$ cat src/include/sadc_cfg.svh
// constants for the sampling converter sequencer
`ifndef SADC_CFG_SVH
`define SADC_CFG_SVH

`define SADC_DATA_W     12
`define SADC_SIGN_BIT   11
`define SADC_MOST_NEG   12'h800
`define SADC_MOST_POS   12'h7FF
`define SADC_CLK_NS     8
`define SADC_CONV_NS    150
`define SADC_CONV_CYC   ((`SADC_CONV_NS + `SADC_CLK_NS - 1) / `SADC_CLK_NS)
`define SADC_CNT_W      5

`endif

$ cat src/include/sadc_pkg.sv
// types shared by the sampling converter sequencer
`include "sadc_cfg.svh"

package sadc_pkg;

    typedef struct packed {
        logic                      out_of_range_flag;
        logic [`SADC_DATA_W-1:0]   data;
    } sadc_word_type;

    typedef enum logic [0:0] {
        SADC_IDLE,
        SADC_CONVERT
    } sadc_state_type;

endpackage

$ cat src/rtl/sadc_stage.sv
// one pipeline stage holding a result word and its range flag
`timescale 1ns/100ps
`default_nettype none
`include "sadc_cfg.svh"

module sadc_stage (
    // clock and reset
    input  wire logic                   clock,
    input  wire logic                   srst,
    // load side
    input  wire logic                   load,
    input  wire logic [`SADC_DATA_W-1:0] data_in,
    // held word
    output sadc_pkg::sadc_word_type     word_out
);

    sadc_pkg::sadc_word_type word_reg;
    sadc_pkg::sadc_word_type word_next;

    always_comb begin
        word_next = word_reg;
        if (load) begin
            word_next.data              = data_in;
            word_next.out_of_range_flag = (data_in == `SADC_MOST_NEG) ||
                                          (data_in == `SADC_MOST_POS);
        end
    end

    always_ff @(posedge clock) begin
        if (srst) begin
            word_reg <= '0;
        end else begin
            word_reg <= word_next;
        end
    end

    assign word_out = word_reg;
endmodule
`default_nettype wire

$ cat src/rtl/sadc_top.sv
// conversion sequencer and output pipeline of a 12-bit sampling converter
//
// Overview of operation
// - each sample clock rise while idle samples, starts conversion
// - edges during a conversion are ignored
// - output word updates at conversion end
// - result appears two conversions later plus conversion
// - only rising sample clock edges matter
// - results are two's complement codes
// - range flag high at both extreme codes
`timescale 1ns/100ps
`default_nettype none
`include "sadc_cfg.svh"

module sadc_top (
    // clock and reset
    input  wire logic                    clock,
    input  wire logic                    srst,
    // converter pins
    input  wire logic                    sample_clk,
    input  wire logic [`SADC_DATA_W-1:0] analog_code,
    // result word
    output sadc_pkg::sadc_word_type      result_word,
    output logic                         result_sign_bit,
    output var logic                     word_update,
    // status
    output logic                         conv_busy,
    output var logic                     edge_ignored
);

    localparam int CONV_INT = `SADC_CONV_CYC;

    // ************************************************************
    // pin synchronisers
    // ************************************************************
    logic                    sclk_meta_reg;
    logic                    sclk_sync_reg;
    logic                    sclk_prev_reg;
    logic [`SADC_DATA_W-1:0] code_meta_reg;
    logic [`SADC_DATA_W-1:0] code_sync_reg;
    logic                    rise;

    // code bus is assumed settled around the sampling edge; no word coherence logic
    always_ff @(posedge clock) begin
        if (srst) begin
            sclk_meta_reg <= 1'b0;
            sclk_sync_reg <= 1'b0;
            sclk_prev_reg <= 1'b0;
            code_meta_reg <= '0;
            code_sync_reg <= '0;
        end else begin
            sclk_meta_reg <= sample_clk;
            sclk_sync_reg <= sclk_meta_reg;
            sclk_prev_reg <= sclk_sync_reg;
            code_meta_reg <= analog_code;
            code_sync_reg <= code_meta_reg;
        end
    end

    // falling edges carry no meaning, so duty cycle is free
    assign rise = sclk_sync_reg & ~sclk_prev_reg;

    // ************************************************************
    // conversion sequencer
    // ************************************************************
    sadc_pkg::sadc_state_type state_reg;
    sadc_pkg::sadc_state_type state_next;
    logic [`SADC_CNT_W-1:0]  cnt_reg;
    logic [`SADC_CNT_W-1:0]  cnt_next;
    logic [`SADC_DATA_W-1:0] sample_reg;
    logic [`SADC_DATA_W-1:0] sample_next;
    logic                    conv_done;
    logic                    update_next;
    logic                    ignored_next;

    always_comb begin
        state_next   = state_reg;
        cnt_next     = cnt_reg;
        sample_next  = sample_reg;
        conv_done    = 1'b0;
        ignored_next = 1'b0;
        unique case (state_reg)
            sadc_pkg::SADC_IDLE: begin
                if (rise) begin
                    state_next  = sadc_pkg::SADC_CONVERT;
                    sample_next = code_sync_reg;
                    cnt_next    = `SADC_CNT_W'(`SADC_CONV_CYC - 1);
                end
            end
            sadc_pkg::SADC_CONVERT: begin
                // an edge here is flagged and ignored; the conversion in flight continues
                ignored_next = rise;
                if (cnt_reg == '0) begin
                    conv_done  = 1'b1;
                    state_next = sadc_pkg::SADC_IDLE;
                end else begin
                    cnt_next = cnt_reg - `SADC_CNT_W'(1);
                end
            end
        endcase
        update_next = conv_done;
    end

    always_ff @(posedge clock) begin
        if (srst) begin
            state_reg    <= sadc_pkg::SADC_IDLE;
            cnt_reg      <= '0;
            sample_reg   <= '0;
            word_update  <= 1'b0;
            edge_ignored <= 1'b0;
        end else begin
            state_reg    <= state_next;
            cnt_reg      <= cnt_next;
            sample_reg   <= sample_next;
            word_update  <= update_next;
            edge_ignored <= ignored_next;
        end
    end

    assign conv_busy = (state_reg == sadc_pkg::SADC_CONVERT);

    // ************************************************************
    // output pipeline
    // ************************************************************
    sadc_pkg::sadc_word_type first_word;
    sadc_pkg::sadc_word_type second_word;

    // three stages behind the converter give the two-period latency
    sadc_stage u_stage_first (
        .clock    (clock),
        .srst     (srst),
        .load     (conv_done),
        .data_in  (sample_reg),
        .word_out (first_word)
    );

    sadc_stage u_stage_second (
        .clock    (clock),
        .srst     (srst),
        .load     (conv_done),
        .data_in  (first_word.data),
        .word_out (second_word)
    );

    sadc_stage u_stage_out (
        .clock    (clock),
        .srst     (srst),
        .load     (conv_done),
        .data_in  (second_word.data),
        .word_out (result_word)
    );

    assign result_sign_bit = result_word.data[`SADC_SIGN_BIT];
endmodule
`default_nettype wire

$ cat config.mk
export PLATFORM = sky130hd
export DESIGN_NAME = sadc_top
export DESIGN_NICKNAME = d
export VERILOG_FILES = /design/src/include/sadc_pkg.sv /design/src/rtl/sadc_stage.sv /design/src/rtl/sadc_top.sv
export VERILOG_INCLUDE_DIRS = /design/src /design/src/include
export SDC_FILE = /design/constraint.sdc
export NUM_CORES = 1
export LEC_CHECK = 0
export BUFFER_PORTS_ARGS = -buffer_cell sky130_fd_sc_hd__buf_2
export CAP_MARGIN = 20
export CORE_MARGIN = 2
export CORE_UTILIZATION = 55
export CTS_CLUSTER_DIAMETER = 60
export CTS_CLUSTER_SIZE = 14
export DETAILED_ROUTE_END_ITERATION = 6
export MAX_ROUTING_LAYER = met4
export PLACE_DENSITY = 0.84
export SYNTH_ARGS = -nofsm -noshare
export SYNTH_HDL_FRONTEND = slang
export SYNTH_SLANG_ARGS = --single-unit
$ cat constraint.sdc
create_clock -name clock -period 4.1 [get_ports clock]
set_input_delay 0.82 -clock clock [delete_from_list [all_inputs] [get_ports clock]]
set_output_delay 0.82 -clock clock [all_outputs]
set_load 0.01 [all_outputs]
==> impl_metrics.csv <==
group,metric,value,unit
detailed_routing,drt_wl_total,4950,um
power_and_ir_drop,powerDensity,427,nW/um^2
yosys,ys.flop_type,"dfxtp_1",
yosys,yosys_register_bits,84,
cts,htreeDepth,3,
job,maxCapViolations,0,
critical_path,worstPathArrival,2.27,ns
yosys,synthMuxAreaShare,0,%
yosys,yosys.area_share.simple,21.1,%
yosys,syn_inst,324,
placed_design,portBuffers,31,
floorplanning,die_width,77.5,um
final_layout,largest_register_ffs,13,
final_layout,diodes,0,
cts,cts_buffers,9,
cts,postCtsSetupBuffers,0,
yosys,yosysTopAreaCell,"dfxtp_1",
sta,timing.slew.headroom,43.3,%
sta,post-route-min-period,2.06,ns
grt,antenna_found_initial,0,
floorplanning,dieArea,6000,um^2
floorplanning,num_rows,26,
yosys,yosys_warnings,0,
grt,first_global_vias,2002,
detailed_routing,avgViaCountPerCell,5.45,
final_layout,layout-drive-gt1-share,15.7,%
critical_path,cp_max_fo,39,
cts,cts_buffer_depth,2,
detailed_routing,antenna_violating_nets_post_route,0,
detailed_routing,drcViolationCount,0,
yosys,synth_top_area_share,56.6,%
sta,tightest_slew,0.850,ns
power_and_ir_drop,vdd_ir_drop_max,0.000313,V
cts,clock_sinks,84,
yosys,async_flop_share,0,%
detailed_routing,wl_per_cell,12.0,um
floorplanning,die_y,77.5,um
floorplanning,io-pin-count,32,
sta,fin_crit_sh,50.3,%
sta,finalMaxSlewViolations,0,
placed_design,place.gp.congestion,0.772,
yosys,yosysSeqAreaShare,56.6,%
cts,post_cts_resized,0,
sta,hold_viol,0,
yosys,synth-edff-count,0,
cts,root_buffer,"clkbuf_8",
grt,grt-ovfl-total,0,
sta,finalSetupViolations,0,
yosys,synth_area_leaders,"dfxtp_1, a21oi_1, nand3_1",
grt,track_usage,17.9,%
yosys,synth_cell_types,36,
grt,grt_pass1_wl,8510,um
yosys,syn-mean-instance-area,9.17,um^2
final_layout,nets,356,
critical_path,crit_required,4.31,ns
worst_hold_path,hp-class,"register to register",
critical_path,criticalPathCategory,"register to register",
sta,rsz0062_at_grt,"false",
critical_path,crit_path_end_kind,"register",
sta,setup_tns,0,ns
floorplanning,core_area,5170,um^2
yosys,synth.most_common_cell,"dfxtp_1",
power_and_ir_drop,p_total,1.40,mW
detailed_routing,vias,2255,
final_layout,fillerInstances,454,
detailed_routing,first_pass_iters,6,
power_and_ir_drop,leakage,1.17,nW
yosys,netlist_area,2970,um^2
cts,clk_pin_slew,0.07,ns
outcome,status,"completed",
placed_design,hpwlAfterDp,3030,um
final_layout,areaGrowthSynthToFinish,10.6,%
cts,cts_tree,"yes",
sta,fin_skew,0.00957,ns
floorplanning,start_util,57.4,%
yosys,synth-compound-area-share,16.9,%
cts,clock_latency,0.35,ns
sta,fmax,0.485,GHz
sta,fin_ws,2.04,ns
grt,grt_max_degree,45,
cts,ctsHoldBuffers,0,
placed_design,preCtsSetupSlack,1.90,ns
yosys,synth_common_cells,"dfxtp_1, a21oi_1, nand3_1",
yosys,synth_nets,340,
yosys,synth_top_family_by_area,"simple AND/OR/NAND/NOR gates",
yosys,synth_xor_area_share,0,%
critical_path,start_kind,"register",
yosys,yosys.area_share.adder,0.421,%
detailed_routing,first_iter_violations,244,
final timing paths:
path                                    start                                       to  slack [ns]  cells after the start
hold reg to reg   code_sync_reg[0]$_SDFF_PP0_               sample_reg[0]$_SDFFE_PP0P_        0.43                      2
setup reg to reg         conv_busy$_SDFF_PP0_  u_stage_second.word_out[1]$_SDFFE_PP0P_        2.04                      3
setup / recovery         conv_busy$_SDFF_PP0_  u_stage_second.word_out[1]$_SDFFE_PP0P_        2.04                      3
hold / removal    code_sync_reg[0]$_SDFF_PP0_               sample_reg[0]$_SDFFE_PP0P_        0.43                      2
where the power goes:
group | internal, mW | switching (mW)
combinational | 0.0236 | 0.0433
sequential | 0.831 | 0.00671
clock | 0.230 | 0.269
cell usage in the layout (no fill, tap or decap), types with 3 or more instances in the layout:
cell type and count:
nor2b_1 27, dfxtp_1 84, o21ai_1 10, o21ai_0 26
nand3_1 39, buf_2 31, nor2_1 5, clkbuf_8 10
clkinv_2 4, a21oi_1 51, nand2_1 24, nor4_1 3
cell type report:
class,count,area [um^2],area share (%)
clock buffers,10,138,4.19
clock inverters,5,28.8,0.876
inverters,3,11.3,0.343
multi-input cells,208,1140,34.7
flip-flops and latches,84,1680,51.2
well taps,70,87.6,2.67
repair buffers,34,198,6.02
logic make-up after synthesis:
kind of cell / Yosys count
AOI/OAI and AO/OA: 95
DFF: 84
adders and majority gates: 1
buffers and inverters: 32
and+or+nand+nor: 112
metrics by stage:
| step | hold WS, ns | utilization [%] | area, um^2 | std cells |
|---|---|---|---|---|
| after floorplan | 0.414 | - | 2970 | 324 |
| after global placement | 0.420 | 59.8 | 3090 | 398 |
| after detailed placement | 0.428 | 59.8 | 3090 | 398 |
| after CTS | 0.440 | 63.0 | 3260 | 413 |
| after global routing | 0.447 | 63.5 | 3290 | 414 |
| final | 0.434 | 63.5 | 3290 | 414 |
critical path, cell delays in order (launching register included):
cell and delay (ns):
dfxtp_1 0.62, nand4bb_2 0.75, o21ai_0 0.45, a21oi_1 0.10
per-layer routing:
metal | vias up | global-route usage, % | routed length (um)
met2 | 61 | 28.2 | 2340
met5 | - | - | 0
li1 | 1161 | - | -
met1 | 1026 | 21.9 | 2330
met3 | 7 | 3.84 | 211
met4 | 0 | 8.93 | 74
(Power assumes the default switching activity.)
